$ cat config.mk
export PLATFORM = sky130hd
export DESIGN_NAME = port_power_overcurrent_ctrl
export DESIGN_NICKNAME = d
export VERILOG_FILES = /design/src/include/port_power_pkg.sv /design/src/rtl/ms_tick.sv /design/src/rtl/port_fault_filter.sv /design/src/rtl/port_power_overcurrent_ctrl.sv
export SDC_FILE = /design/constraint.sdc
export NUM_CORES = 1
export LEC_CHECK = 0
export BUFFER_PORTS_ARGS = -buffer_cell sky130_fd_sc_hd__buf_2
export CAP_MARGIN = 20
export CELL_PAD_IN_SITES_DETAIL_PLACEMENT = 0
export CELL_PAD_IN_SITES_GLOBAL_PLACEMENT = 1
export CORE_ASPECT_RATIO = 1.4
export CORE_MARGIN = 2
export CORE_UTILIZATION = 51
export DETAILED_ROUTE_END_ITERATION = 16
export PLACE_DENSITY = 0.92
export SLEW_MARGIN = 20
export SYNTH_ARGS = -nofsm -noshare
export SYNTH_HDL_FRONTEND = slang
export SYNTH_SLANG_ARGS = --single-unit
$ cat constraint.sdc
create_clock -name clk -period 19.9 [get_ports clk]
set_input_delay 3.98 -clock clk [delete_from_list [all_inputs] [get_ports clk]]
set_output_delay 3.98 -clock clk [all_outputs]
set_load 0.005 [all_outputs]
$ cat src/include/port_power_pkg.sv
// Shared constants for the downstream port power and over-current block.
// Assumes a single 20 MHz core clock and word-wide register access.
package port_power_pkg;

  localparam int NPORTS = 6;

  // Clock and the common millisecond tick
  localparam int CLK_PERIOD_NS = 50;
  localparam int TICK_PERIOD_MS = 1;
  localparam int TICK_CYCLES = TICK_PERIOD_MS * 1000000 / CLK_PERIOD_NS;

  // Register indices; byte address is four times the index
  localparam logic [13:0] IDX_LOCKOUT = 14'h30e1;
  localparam logic [13:0] IDX_MIN_WIDTH = 14'h30ea;
  localparam logic [13:0] IDX_INACTIVE = 14'h30eb;
  localparam logic [13:0] IDX_CTRL = 14'h3100;
  localparam logic [13:0] IDX_POWER = 14'h3101;
  localparam logic [13:0] IDX_CHARGE = 14'h3102;
  localparam logic [13:0] IDX_STATUS = 14'h3103;
  localparam logic [13:0] IDX_MASK = 14'h3104;
  localparam logic [13:0] IDX_PINS = 14'h3105;

  // Control register fields and the on-bit position in the pins register
  localparam int CTRL_GANG_BIT = 0;
  localparam int CTRL_CPU_BIT = 1;
  localparam int PINS_ON_POS = 8;

  // Values after reset and the min width limit
  localparam logic [1:0] CTRL_RST = 2'h0;
  localparam logic [3:0] MIN_WIDTH_RST = 4'h5;
  localparam logic [3:0] MIN_WIDTH_MAX = 4'h5;
  localparam logic [7:0] INACTIVE_RST = 8'h14;
  localparam logic [7:0] LOCKOUT_RST = 8'h0a;

endpackage

$ cat src/rtl/ms_tick.sv
// Free-running divider giving a one-cycle pulse every millisecond.
// Assumes clk runs continuously out of reset.
module ms_tick #(
  parameter int CYCLES = port_power_pkg::TICK_CYCLES
) (
  // Clock and reset
  input wire logic clk,
  input wire logic rst,
  // Tick out
  output logic tick
);
  import port_power_pkg::*;

  localparam int W = (CYCLES > 2) ? $clog2(CYCLES) : 1;

  typedef struct packed {
    logic [W-1:0] cnt;
    logic tick;
  } tick_s;

  tick_s q, d;

  always_comb begin
    d = q;
    d.tick = 1'b0;
    if (q.cnt == W'(CYCLES - 1)) begin
      d.cnt = '0;
      d.tick = 1'b1;
    end else begin
      d.cnt = q.cnt + W'(1);
    end
  end

  always_ff @(posedge clk or posedge rst) begin
    if (rst) begin
      q <= '0;
    end else begin
      q <= d;
    end
  end

  assign tick = q.tick;

  property p_tick_wrap;
    @(posedge clk) disable iff (rst)
    q.tick |-> q.cnt == '0 && $past(q.cnt) == W'(CYCLES - 1);
  endproperty
  a_tick_wrap: assert property (p_tick_wrap) else $error("tick not on counter wrap");

endmodule

$ cat src/rtl/port_fault_filter.sv
// Over-current filter for one power/sense pin.
// Assumes the pin level is synchronous-ish and a one-millisecond tick pulse.
module port_fault_filter (
  // Clock and reset
  input wire logic clk,
  input wire logic rst,
  // Timing
  input wire logic tick,
  input wire logic [3:0] min_width,
  input wire logic [7:0] window,
  input wire logic [7:0] lockout,
  // Pin and power state
  input wire logic pin_i,
  input wire logic powered,
  // Results
  output logic fault,
  output logic level
);
  import port_power_pkg::*;

  typedef struct packed {
    logic s1;
    logic s2;
    logic prev;
    logic pwr;
    logic [7:0] lock;
    logic [2:0] warm;
    logic [3:0] low_ms;
    logic [7:0] win;
    logic tripped;
    logic fault;
  } filt_s;

  filt_s q, d;
  logic low;
  logic fall;
  logic rise;

  always_comb begin
    d = q;
    d.s1 = pin_i;
    d.s2 = q.s1;
    d.prev = q.s2;
    d.pwr = powered;
    d.fault = 1'b0;
    low = ~q.s2;
    fall = ~q.s2 & q.prev;
    rise = q.s2 & ~q.prev;
    if (!powered) begin
      d.lock = '0;
      d.warm = '0;
      d.low_ms = '0;
      d.win = '0;
      d.tripped = 1'b0;
    end else if (!q.pwr) begin
      // Power just applied: start the lockout
      d.lock = lockout;
      d.warm = '0;
      d.low_ms = '0;
      d.win = '0;
    end else if (q.lock != 8'h0 || !(&q.warm)) begin
      // Sync stages still carry the driven-low level from power off
      d.warm = {q.warm[1:0], 1'b1};
      if (tick && q.lock != 8'h0) begin
        d.lock = q.lock - 8'h1;
      end
      d.low_ms = '0;
      d.win = '0;
    end else if (!q.tripped) begin
      // Low must persist min_width ticks, but a short fall within the window after a rise still counts
      if (low) begin
        if (tick && q.low_ms != 4'hf) begin
          d.low_ms = q.low_ms + 4'h1;
        end
      end else begin
        d.low_ms = '0;
      end
      if (tick && q.win != 8'h0) begin
        d.win = q.win - 8'h1;
      end
      if (rise && q.win == 8'h0) begin
        d.win = window;
      end
      if ((low && q.low_ms >= min_width) || (fall && q.win != 8'h0)) begin
        d.fault = 1'b1;
        d.tripped = 1'b1;
        d.win = '0;
        d.low_ms = '0;
      end
    end
  end

  always_ff @(posedge clk or posedge rst) begin
    if (rst) begin
      q <= '0;
    end else begin
      q <= d;
    end
  end

  assign fault = q.fault;
  assign level = q.s2;

  property p_lock_quiet;
    @(posedge clk) disable iff (rst)
    q.lock != 8'h0 || !(&q.warm) |=> !q.fault;
  endproperty
  a_lock_quiet: assert property (p_lock_quiet) else $error("fault during lockout");

  property p_fault_powered;
    @(posedge clk) disable iff (rst)
    q.fault |-> $past(powered, 1) && $past(q.pwr, 1) && $past(q.s2, 1) == 1'b0;
  endproperty
  a_fault_powered: assert property (p_fault_powered) else $error("fault without power");

endmodule

$ cat src/rtl/port_power_overcurrent_ctrl.sv
// Downstream port power control and over-current sensing, six ports.
// Assumes an Avalon-MM master and pin inputs synchronous to clk.
module port_power_overcurrent_ctrl #(
  parameter int TICK_CYCLES = port_power_pkg::TICK_CYCLES
) (
  // Clock and reset
  input wire logic clk,
  input wire logic rst,
  // Avalon-MM slave
  input wire logic [15:0] avs_address,
  input wire logic avs_read,
  input wire logic avs_write,
  input wire logic [31:0] avs_writedata,
  input wire logic [3:0] avs_byteenable,
  output logic [31:0] avs_readdata,
  output logic avs_waitrequest,
  // Hub logic power requests
  input wire logic [port_power_pkg::NPORTS-1:0] hub_port_power,
  // Per-port power/sense pins
  input wire logic [port_power_pkg::NPORTS-1:0] port_power_sense_pins_i,
  output logic [port_power_pkg::NPORTS-1:0] port_power_sense_pins_o,
  output logic [port_power_pkg::NPORTS-1:0] port_power_sense_pins_oe,
  output logic [port_power_pkg::NPORTS-1:0] port_pullup_en,
  // Shared power/sense pin
  input wire logic shared_power_sense_pin_i,
  output logic shared_power_sense_pin_o,
  output logic shared_power_sense_pin_oe,
  output logic shared_pullup_en,
  // Status
  output logic [port_power_pkg::NPORTS-1:0] over_current,
  output logic irq
);
  import port_power_pkg::*;

  localparam int NPINS = NPORTS + 1;

  typedef struct packed {
    logic [1:0] ctrl;
    logic [NPORTS-1:0] power;
    logic [NPORTS-1:0] charge;
    logic [NPORTS-1:0] status;
    logic [NPORTS-1:0] mask;
    logic [3:0] min_width;
    logic [7:0] inactive;
    logic [7:0] lockout;
    logic [NPINS-1:0] pin_on;
    logic [31:0] rdata;
    logic ack;
  } regs_s;

  localparam regs_s REGS_RST = '{
    ctrl: CTRL_RST,
    power: '0,
    charge: '0,
    status: '0,
    mask: '0,
    min_width: MIN_WIDTH_RST,
    inactive: INACTIVE_RST,
    lockout: LOCKOUT_RST,
    pin_on: '0,
    rdata: '0,
    ack: 1'b0
  };

  regs_s q, d;
  logic tick;
  logic [NPINS-1:0] pins_in;
  logic [NPINS-1:0] flt;
  logic [NPINS-1:0] lvl;
  logic [13:0] idx;
  logic req;
  logic wr_now;
  logic gang;
  logic [NPORTS-1:0] cmd;
  logic [NPORTS-1:0] want;
  logic [NPORTS-1:0] events;
  logic [NPORTS-1:0] w1c;
  logic [31:0] rd_mux;

  ms_tick #(
    .CYCLES(TICK_CYCLES)
  ) u_tick (
    .clk(clk),
    .rst(rst),
    .tick(tick)
  );

  // Index NPORTS is the shared pin; one filter per pin
  assign pins_in = {shared_power_sense_pin_i, port_power_sense_pins_i};

  for (genvar g = 0; g < NPINS; g++) begin : g_filt
    port_fault_filter u_filt (
      .clk(clk),
      .rst(rst),
      .tick(tick),
      .min_width(q.min_width),
      .window(q.inactive),
      .lockout(q.lockout),
      .pin_i(pins_in[g]),
      .powered(q.pin_on[g]),
      .fault(flt[g]),
      .level(lvl[g])
    );
  end

  always_comb begin
    d = q;
    d.ack = 1'b0;
    idx = avs_address[15:2];
    req = (avs_read | avs_write) & ~q.ack;
    // A write lands on the edge where waitrequest is seen low
    wr_now = avs_write & q.ack & avs_byteenable[0];
    gang = q.ctrl[CTRL_GANG_BIT];

    // Power source: hub logic or processor register
    cmd = q.ctrl[CTRL_CPU_BIT] ? q.power : hub_port_power;
    // Charging ports keep their own pin, or the shared pin in gang mode, released to flag the external supply
    want = cmd | q.charge;
    d.pin_on[NPORTS-1:0] = gang ? '0 : want;
    d.pin_on[NPORTS] = gang & (|want);

    events = gang ? {NPORTS{flt[NPORTS]}} : flt[NPORTS-1:0];

    rd_mux = '0;
    case (idx)
      IDX_LOCKOUT: rd_mux[7:0] = q.lockout;
      IDX_MIN_WIDTH: rd_mux[3:0] = q.min_width;
      IDX_INACTIVE: rd_mux[7:0] = q.inactive;
      IDX_CTRL: rd_mux[1:0] = q.ctrl;
      IDX_POWER: rd_mux[NPORTS-1:0] = q.power;
      IDX_CHARGE: rd_mux[NPORTS-1:0] = q.charge;
      IDX_STATUS: rd_mux[NPORTS-1:0] = q.status;
      IDX_MASK: rd_mux[NPORTS-1:0] = q.mask;
      IDX_PINS: begin
        rd_mux[NPINS-1:0] = lvl;
        rd_mux[PINS_ON_POS +: NPINS] = q.pin_on;
      end
      default: rd_mux = '0;
    endcase
    if (req) begin
      d.ack = 1'b1;
      if (avs_read) begin
        d.rdata = rd_mux;
      end
    end

    w1c = '0;
    if (wr_now) begin
      case (idx)
        IDX_LOCKOUT: d.lockout = avs_writedata[7:0];
        IDX_MIN_WIDTH: begin
          // Values past the top step saturate rather than wrap
          if (avs_writedata[3:0] > MIN_WIDTH_MAX) begin
            d.min_width = MIN_WIDTH_MAX;
          end else begin
            d.min_width = avs_writedata[3:0];
          end
        end
        IDX_INACTIVE: d.inactive = avs_writedata[7:0];
        IDX_CTRL: d.ctrl = avs_writedata[1:0];
        IDX_POWER: d.power = avs_writedata[NPORTS-1:0];
        IDX_CHARGE: d.charge = avs_writedata[NPORTS-1:0];
        IDX_STATUS: w1c = avs_writedata[NPORTS-1:0];
        IDX_MASK: d.mask = avs_writedata[NPORTS-1:0];
        default: w1c = '0;
      endcase
    end
    // A new event outranks a clear in the same cycle
    d.status = (q.status & ~w1c) | events;
  end

  always_ff @(posedge clk or posedge rst) begin
    if (rst) begin
      q <= REGS_RST;
    end else begin
      q <= d;
    end
  end

  assign avs_waitrequest = (avs_read | avs_write) & ~q.ack;
  assign avs_readdata = q.rdata;

  // Pin never drives high; off means driven low, on means released
  assign port_power_sense_pins_o = '0;
  assign port_power_sense_pins_oe = ~q.pin_on[NPORTS-1:0];
  assign port_pullup_en = q.pin_on[NPORTS-1:0];
  assign shared_power_sense_pin_o = 1'b0;
  assign shared_power_sense_pin_oe = ~q.pin_on[NPORTS];
  assign shared_pullup_en = q.pin_on[NPORTS];

  assign over_current = q.status;
  assign irq = |(q.status & q.mask);

  property p_gang_spread;
    @(posedge clk) disable iff (rst)
    q.ctrl[CTRL_GANG_BIT] && flt[NPORTS] |=> &q.status;
  endproperty
  a_gang_spread: assert property (p_gang_spread) else $error("gang fault not spread");

  property p_shared_gang;
    @(posedge clk) disable iff (rst)
    q.pin_on[NPORTS] |-> $past(q.ctrl[CTRL_GANG_BIT]) && port_power_sense_pins_oe == '1;
  endproperty
  a_shared_gang: assert property (p_shared_gang) else $error("shared pin on outside gang");

  property p_drive_low;
    @(posedge clk) disable iff (rst)
    !q.ctrl[CTRL_GANG_BIT] && !q.ctrl[CTRL_CPU_BIT] && !hub_port_power[0] && !q.charge[0]
      |=> port_power_sense_pins_oe[0] && !port_pullup_en[0];
  endproperty
  a_drive_low: assert property (p_drive_low) else $error("off port not driven low");

  property p_release_on;
    @(posedge clk) disable iff (rst)
    !q.ctrl[CTRL_GANG_BIT] && !q.ctrl[CTRL_CPU_BIT] && hub_port_power[0]
      |=> !port_power_sense_pins_oe[0] && port_pullup_en[0];
  endproperty
  a_release_on: assert property (p_release_on) else $error("on port not released");

  property p_event_set;
    @(posedge clk) disable iff (rst)
    !q.ctrl[CTRL_GANG_BIT] && flt[0] |=> q.status[0];
  endproperty
  a_event_set: assert property (p_event_set) else $error("port fault not flagged");

  property p_width_clamp;
    @(posedge clk) disable iff (rst)
    wr_now && idx == IDX_MIN_WIDTH |=> q.min_width <= MIN_WIDTH_MAX;
  endproperty
  a_width_clamp: assert property (p_width_clamp) else $error("min width out of range");

  property p_wait_one;
    @(posedge clk) disable iff (rst)
    (avs_read || avs_write) && avs_waitrequest |=> !avs_waitrequest;
  endproperty
  a_wait_one: assert property (p_wait_one) else $error("waitrequest held too long");

  // Pin direction per mode and power source
  property p_never_high;
    @(posedge clk) disable iff (rst)
    port_power_sense_pins_o == '0 && !shared_power_sense_pin_o;
  endproperty
  a_never_high: assert property (p_never_high) else $error("pin driven high");

  property p_indiv_shared_low;
    @(posedge clk) disable iff (rst)
    !q.ctrl[CTRL_GANG_BIT] |=> shared_power_sense_pin_oe && !shared_pullup_en;
  endproperty
  a_indiv_shared_low: assert property (p_indiv_shared_low) else $error("shared pin on");

  property p_gang_ports_low;
    @(posedge clk) disable iff (rst)
    q.ctrl[CTRL_GANG_BIT] |=> port_power_sense_pins_oe == '1 && port_pullup_en == '0;
  endproperty
  a_gang_ports_low: assert property (p_gang_ports_low) else $error("port pin on in gang");

  property p_gang_any_on;
    @(posedge clk) disable iff (rst)
    q.ctrl[CTRL_GANG_BIT] |=> shared_pullup_en == $past(|want);
  endproperty
  a_gang_any_on: assert property (p_gang_any_on) else $error("shared pin state wrong");

  property p_hub_power;
    @(posedge clk) disable iff (rst)
    !q.ctrl[CTRL_GANG_BIT] && !q.ctrl[CTRL_CPU_BIT]
      |=> port_pullup_en == $past(hub_port_power | q.charge);
  endproperty
  a_hub_power: assert property (p_hub_power) else $error("hub power not followed");

  property p_cpu_power;
    @(posedge clk) disable iff (rst)
    !q.ctrl[CTRL_GANG_BIT] && q.ctrl[CTRL_CPU_BIT]
      |=> port_pullup_en == $past(q.power | q.charge);
  endproperty
  a_cpu_power: assert property (p_cpu_power) else $error("cpu power not followed");

  property p_charge_on;
    @(posedge clk) disable iff (rst)
    !q.ctrl[CTRL_GANG_BIT] && q.charge != '0
      |=> (port_pullup_en & $past(q.charge)) == $past(q.charge);
  endproperty
  a_charge_on: assert property (p_charge_on) else $error("charging port not on");

  // Status flags and configuration
  property p_indiv_events;
    @(posedge clk) disable iff (rst)
    !q.ctrl[CTRL_GANG_BIT]
      |=> (q.status & $past(flt[NPORTS-1:0])) == $past(flt[NPORTS-1:0]);
  endproperty
  a_indiv_events: assert property (p_indiv_events) else $error("port fault lost");

  property p_gang_ignores_ports;
    @(posedge clk) disable iff (rst)
    q.ctrl[CTRL_GANG_BIT] && !flt[NPORTS] |=> (q.status & ~$past(q.status)) == '0;
  endproperty
  a_gang_ignores_ports: assert property (p_gang_ignores_ports) else $error("stray gang flag");

  property p_status_sticky;
    @(posedge clk) disable iff (rst)
    !wr_now |=> (q.status & $past(q.status)) == $past(q.status);
  endproperty
  a_status_sticky: assert property (p_status_sticky) else $error("status bit lost");

  property p_clear_bit;
    @(posedge clk) disable iff (rst)
    wr_now && idx == IDX_STATUS |=> (q.status & $past(w1c & ~events)) == '0;
  endproperty
  a_clear_bit: assert property (p_clear_bit) else $error("status bit not cleared");

  property p_set_wins;
    @(posedge clk) disable iff (rst)
    (events & w1c) != '0
      |=> (q.status & $past(events & w1c)) == $past(events & w1c);
  endproperty
  a_set_wins: assert property (p_set_wins) else $error("clear beat a new event");

  property p_ctrl_write;
    @(posedge clk) disable iff (rst)
    wr_now && idx == IDX_CTRL |=> q.ctrl == $past(avs_writedata[1:0]);
  endproperty
  a_ctrl_write: assert property (p_ctrl_write) else $error("control write lost");

  property p_ctrl_only_bus;
    @(posedge clk) disable iff (rst)
    !(wr_now && idx == IDX_CTRL) |=> $stable(q.ctrl);
  endproperty
  a_ctrl_only_bus: assert property (p_ctrl_only_bus) else $error("mode changed alone");

  property p_read_data;
    @(posedge clk) disable iff (rst)
    avs_read && !avs_waitrequest |-> avs_readdata == $past(rd_mux);
  endproperty
  a_read_data: assert property (p_read_data) else $error("read data not captured");

endmodule

==> impl_results.md, run 1 <==
* GRT met2 Usage at 0.4574
* Area share of the largest cell type after synthesis at 0.4458
* CTS tree: done
* Hold Path Cell Cnt at 0
* Power Density at ~74 mW/mm^2
* Post-synth EDFFs at 0
* Layout cells sized above 1 at 0.1239
* PortBufs at 76
* Synthesized flop and latch total at 288
* Post-Route WL at 42.44 mm
* Worst r2r src: g_filt[0].u_filt.q[2]
* Fillers at roughly 2.7k
* R2R depth at 9
* Layout area overhead at 9.595%
* Met3 Resource Use GR at 0.03506
* Initial antenna violation count at 2
* Placed inst area at 0.01625 sq mm
* Post-DR wirelength/cell at 19.81 microns
* DRC errors left at 0
* Ports at 130
* Final hold violations at 0
* Critical Path Fanout Max at 3
* Clk Latency, worst-skew pair at 0.59 ns
* Worst-margin pin slew at 1.031 ns
* Max-cap violation count at 0
* Grt met1 use at 0.3240
* Vias/cell at approximately 6.1
* Final Setup Violations at 0
* WP data required at 15.92 ns
* Min Tclk post-route at 8.348 ns
* Synth Flop Type: dfrtp_1
* Library cells used by synthesis at 76
* Vias in the first global route at 12.83k
* Synth warn at 0
* Fin nets at 1858
* Top post-synthesis cells by area: dfrtp_1 (45%), ha_1 (4.8%), o21ai_0 (4.0%)
* Height of the chip at 212.5 microns
* Via count at roughly 13k
* HP Start: g_filt[3].u_filt.d[27]
* Worst setup EP type: output port
* DRT antenna net count at 0
* Post-Syn Area at 0.01583 sq mm
* Final Max Slew Viols at 0
* DP Wirelength at 29.60 mm
* WS Path Type: in2out
* Slew HR at 0.3102
* GRT overflow at 0
* Register area share after synthesis at 0.4557
* Async S/R FF share, synth at 1.000
* Tot GR Track Use at 0.2586
* Post-CTS setup buffer count at 0
* Starting Density at 0.5154
* Final Non-Filler Cells at about 2.1k
* RSZ-0062 raised after global routing: no
* End of the worst register-to-register path: g_filt[0].u_filt.q[8]
* H-tree depth at 1
* Hold path endpoint: g_filt[3].u_filt.level
* Full die area at 0.03249 sq mm
* Synth area leader: dfrtp_1
* Pwr Total at 1291 uW
* Initial drt markers at between 800 and 900
* CTS sink count at between 200 and 300
* Mapped Cells at 1707
* Crit share post-route at 0.4195
* Placed Cells at about 2.1k
* HP Class: reg2reg
* Core area at just over 0.03 sq mm
* Post-CTS Hold Fix Bufs at 0
* Outcome: finished, final reports clean
* Cts repair resizes at 0
* Largest net degree at the start of global routing at 82
* Worst-case clock buffer depth at 3
* CTS clock-pin slew for the worst setup and hold paths at 0.07 ns
* Root buffer cell: clkbuf_16
* TNS Setup at 0 ns
* Crit path DAT at ~4.4 ns
* Die width at 152.9 microns
* First-pass DRT Iterations at 6
* R2r setup slk at ~17 ns
* Row cnt at 76
* Final Instance Area at 0.01735 sq mm
* Achievable frequency at 0.1198 GHz
* Syn avg cell area at around 9 sq um
* Worst vdd ir at 61.94 uV
* Clk_skew at 0.03500 ns
* Startpoint Class: primary input
* RD Place Congestion at about 0.9
* Leakage at 0.007818 uW
* First-pass GRT wire length at 67.70 mm
* Inserted Clock Buffers at 29
* GRT Max-Usage Layer: met2
kinds of logic (layout without fill, tap and decap cells):
kind of cell | count (synthesis) | count (layout) | share of synthesized area
multiplexers | 55 | 55 | 0.03770
other | 1 | 25 | 0.0002369
flip-flops | 288 | 288 | 0.4557
AO/OA/AOI/OAI | 423 | 423 | 0.1713
buffers and inverters | 200 | 221 | 0.05968
AND/OR/NAND/NOR | 630 | 630 | 0.2000
XOR/XNOR | 49 | 49 | 0.02711
adder cells (fa/ha/maj) | 61 | 61 | 0.04821
worst max path at each step:
| stage | startpoint | slack (ns) | cells after the start | to |
|---|---|---|---|---|
| final | avs_write | 11.55 | 4 | avs_waitrequest |
| after global routing | avs_write | 11.51 | 4 | avs_waitrequest |
| after CTS | avs_write | 11.55 | 4 | avs_waitrequest |
| after detailed placement | avs_write | 11.55 | 4 | avs_waitrequest |
| after global placement | avs_write | 11.55 | 4 | avs_waitrequest |
| after floorplan | rst | 7.98 | 1 | avs_readdata[0] |
through the flow:
step	worst slack, ns	hold WS, ns	util
finish	11.55	0.3502	0.5649
global route	11.51	0.3559	0.5648
CTS	11.55	0.3522	0.5638
detailed placement	11.55	0.3363	0.5289
global placement	11.55	0.3315	0.5289
floorplan	7.981	0.3312	-
area by class of cell:
class,count,area [sq um],share of cell area
Antenna cell,1,2.502,0.0001442
Clock buffer,33,760.7,0.04385
Clock inverter,21,309.0,0.01781
Inverter,76,292.8,0.01688
Multi-Input combinational cell,1242,7767,0.4477
Sequential cell,288,7216,0.4159
Tap cell,390,488.0,0.02813
Timing Repair Buffer,91,513.0,0.02957
cells in the mapped netlist, types with 17 or more instances:
cell	instances
or3_1	17
nand2_1	145
dfrtp_1	282
o21ai_0	125
o31ai_1	18
xor2_1	22
nor2_1	162
ha_1	61
mux2i_1	18
nor4_1	32
nand3_1	51
a211oi_1	38
nand2b_1	23
a22oi_1	18
mux2_2	37
nor3_1	57
and3_1	24
a21oi_1	98
clkbuf_1	58
inv_1	74
buf_4	51
xnor2_1	27
cell usage in the layout, fill, tap and decap left out, drive strengths merged, types with 15 or more instances in the layout:
| cell type | n |
|---|---|
| mux2i | 18 |
| xor2 | 22 |
| or2 | 15 |
| or3 | 18 |
| mux2 | 37 |
| or4 | 16 |
| ha | 61 |
| nor2b | 15 |
| conb | 24 |
| and3 | 24 |
| clkbuf | 33 |
| a21oi | 98 |
| nand2b | 23 |
| buf | 91 |
| o21ai | 126 |
| inv | 79 |
| nand2 | 145 |
| xnor2 | 27 |
| nand3 | 51 |
| nor2 | 163 |
| o31ai | 18 |
| a211oi | 38 |
| dfrtp | 282 |
| nor3 | 57 |
| a22oi | 18 |
| nor4 | 33 |
report_power, final:
group | switching (uW) | total (uW) | internal [uW]
Combinational | 45.2 | 69.4 | 24.1
Sequential | 13.8 | 610 | 596
Clock | 253 | 612 | 359
sequential cells by signal, summed over array words and instances, names as in the netlist:
| name | cells |
|---|---|
| avs_readdata | 15 |
| g_filt.u_filt.d | 7 |
| g_filt.u_filt.fault | 7 |
| g_filt.u_filt.level | 7 |
| g_filt.u_filt.q | 182 |
| gang | 1 |
| over_current | 6 |
| port_pullup_en | 6 |
| q | 40 |
| shared_pullup_en | 1 |
| u_tick.q | 15 |
| u_tick.tick | 1 |
layer usage:
layer  up-vias  part of all wire
li1       6141                 -
met1      6471              0.41
met2       383              0.50
met3        85             0.057
met4         4             0.033
met5         -           0.00057
critical path, stage by stage:
cell    delay [ns]
buf_2         0.11
nor2_1        0.10
nor2_1        0.06
buf_2         0.12
Note: power is estimated with default switching activity, not from simulation.
==> run 2, diff against run 1 <==
- ABC_AREA: unset -> 1
- CORE_UTILIZATION: 51 -> 41
- PLACE_DENSITY: 0.92 -> 0.82
- clock period: 19.9 -> 7 ns (I/O delays scaled with it)
==> impl_results.md, run 2 <==
* Largest regs: g_filt.u_filt.q: 182 flops, q: 40 flops
* Register area share after synthesis at 0.4125
* Post-Route WL at 49.33 mm
* DRC errors left at 0
* Inserted Clock Buffers at 35
* HP Start: g_filt[3].u_filt.d[27]
* CTS tree: done
* Max FFs per register at about 180
* Row cnt at 89
* R2r setup slk at between 4 and 5 ns
* Worst-margin pin slew at approximately 0.87 ns
* Tot GR Track Use at 0.2263
* CTS sink count at ~290
* Cell Chain, Critical Path: a22o_1 > a221oi_1 > nand3_1 > buf_2
* Initial drt markers at ~1.1k
* Register area at 0.007214 sq mm
* Worst path slowest cell: dfrtp_1
* CTS clock-pin slew for the worst setup and hold paths at 0.05 ns
* RSZ-0062 raised after global routing: no
* Crit path DAT at 1.89 ns
* Crit path largest cell delay at 0.41 ns
* Fin nets at 2556
* Worst r2r src: q[59]
* Ports at 130
* WS Path Type: reg2out
* First-pass GRT wire length at 78.15 mm
* Power Density at about 190 mW/mm^2
* Max-cap violation count at 0
* R2R depth at 11
* Synth cell count leaders: nand2_1 (613), nor2_1 (305), inv_1 (284), dfrtp_1 (282), nand3_1 (167)
* Post-Syn Area at about 0.017 sq mm
* Largest net degree at the start of global routing at 149
* Top post-synthesis cells by area: dfrtp_1 (40%), nand2_1 (13%), nor2_1 (6.5%)
* Fillers at between 4k and 5k
* Crit share post-route at 0.4702
* Die width at 178.6 microns
* Synth area leader: dfrtp_1
* Layout cells sized above 1 at 0.1118
* Post-synth EDFFs at 0
* Worst setup EP type: output port
* Post-CTS setup buffer count at 0
* Worst path depth at 4
* Clk_skew at 0.02445 ns
* RD Place Congestion at 0.8779
* Commonest non-fill, non-tap cell in the layout: nand2_1
* DP Wirelength at 36.09 mm
* Root buffer cell: clkbuf_16
* Most frequent cells in the layout: nand2_1 (613), nor2_1 (305), inv_1 (283)
* Final WS setup at approximately 3.7 ns
* Clk Latency, worst-skew pair at 0.55 ns
* Top Family by Delay on Critical Path: compound AO/OA/AOI/OAI gates
* End of the worst register-to-register path: g_filt[3].u_filt.q[6]
* Synth Flop Type: dfrtp_1
* Top-count cell post-synth: nand2_1
* Layout Utilization at 0.4596
* Synth warn at 0
* Achievable frequency at 0.3038 GHz
* GRT met2 Usage at 0.4013
* Outcome: finished, final reports clean
* Startpoint Class: flip-flop
* First-pass DRT Iterations at 7
* HP Class: reg2reg
* Grt met1 use at 0.2698
* Via count at about 15k
* Met3 Resource Use GR at 0.03175
* Min Tclk post-route at between 3 and 4 ns
* Worst-case clock buffer depth at 3
* Hold Path Cell Cnt at 0
* PortBufs at 76
* Ant. Diodes at 0
* Post-CTS Hold Fix Bufs at 0
* Vias/cell at 5.169
* Mapped Cells at 2359
* Starting Density at 0.4155
* Syn avg cell area at 7.414 sq um
* Leakage at 0.01015 uW
* DRT antenna net count at 0
* Hold path endpoint: g_filt[3].u_filt.level
* Slew HR at 0.4215
* Post-DR wirelength/cell at 16.46 microns
* Height of the chip at roughly 250 microns
* Final Max Slew Viols at 0
* WP data required at 5.60 ns
* GRT Max-Usage Layer: met2
* H-tree depth at 2
* Final hold violations at 0
* Biggest register: g_filt.u_filt.q
* Critical Path Fanout Max at 4
* Final Setup Violations at 0
* Area share of the largest cell type after synthesis at 0.4035
* Full die area at 0.04435 sq mm
* Worst vdd ir at 154.5 uV
* Layout area overhead at 10.62%
* Core area at 0.04209 sq mm
* Async S/R FF share, synth at 1.000
* Vias in the first global route at 14.99k
* WP buf/inv at 1
* Library cells used by synthesis at 60
* Pwr Total at 3621 uW
* Setup WS pre-CTS at around 3.6 ns
* TNS Setup at 0 ns
* Synthesized flop and latch total at around 290
* Cts repair resizes at 0
* Initial antenna violation count at 1
* GRT overflow at 0
* Combined area of the multi-input logic cells at ~0.0087 sq mm
-- run 2: cell count changes after synthesis, sizes merged, moves of 33 or more --
| cell | before | now |
|---|---|---|
| mux2 | 37 | 0 |
| inv | 74 | 306 |
| nor2 | 163 | 340 |
| a211oi | 38 | 2 |
| clkbuf | 58 | 6 |
| nand3 | 51 | 178 |
| a21oi | 98 | 63 |
| o21ai | 126 | 176 |
| nand2 | 145 | 642 |
| nor4 | 33 | 0 |
| nand4 | 10 | 46 |
-- run 2: through the flow --
stage / hold WS, ns / instances / area, sq um
final: 0.3446 / 2996 / 19350
after CTS: 0.3479 / 2996 / 19340
after global routing: 0.3503 / 2996 / 19350
after global placement: 0.3318 / 2935 / 18190
after floorplan: 0.3312 / 2382 / 17580
after detailed placement: 0.3347 / 2935 / 18190
-- run 2: worst max-delay path by stage --
stage / from / end
4_1_cts: over_current[0] / irq
6_report: over_current[0] / irq
3_5_place_dp: avs_address[13] / avs_readdata[4]
3_3_place_gp: avs_address[13] / avs_readdata[4]
5_1_grt: over_current[0] / irq
2_1_floorplan: rst / avs_readdata[0]
-- run 2: report_power, final --
part	switching [uW]	internal (uW)	leakage [uW]
clock network	735	1100	0.000568
logic	83.1	22.7	0.00569
registers	7.17	1670	0.00390
-- run 2: cell families after synthesis --
| kind of cell | share of synthesized area |
|---|---|
| simple gates | 0.3221 |
| other cells | 0.0002144 |
| flops | 0.4125 |
| xor+xnor | 0.01803 |
| buf+inv | 0.09572 |
| compound gates | 0.1078 |
| fa+ha+maj | 0.04364 |
-- run 2: metal layers --
layer,share of wire,wire length (microns),up-vias
li1,-,-,7684
met1,0.42,20490,7353
met2,0.50,24430,347
met3,0.043,2135,100
met4,0.046,2251,2
met5,0.00026,13,-
-- run 2: final cells by class --
type,count,area share
Sequential cell,288,0.3729
Inverter,310,0.06047
Clock buffer,51,0.05355
Multi-Input combinational cell,1709,0.4490
Clock inverter,10,0.005885
Tap cell,546,0.03531
Timing Repair Buffer,82,0.02283
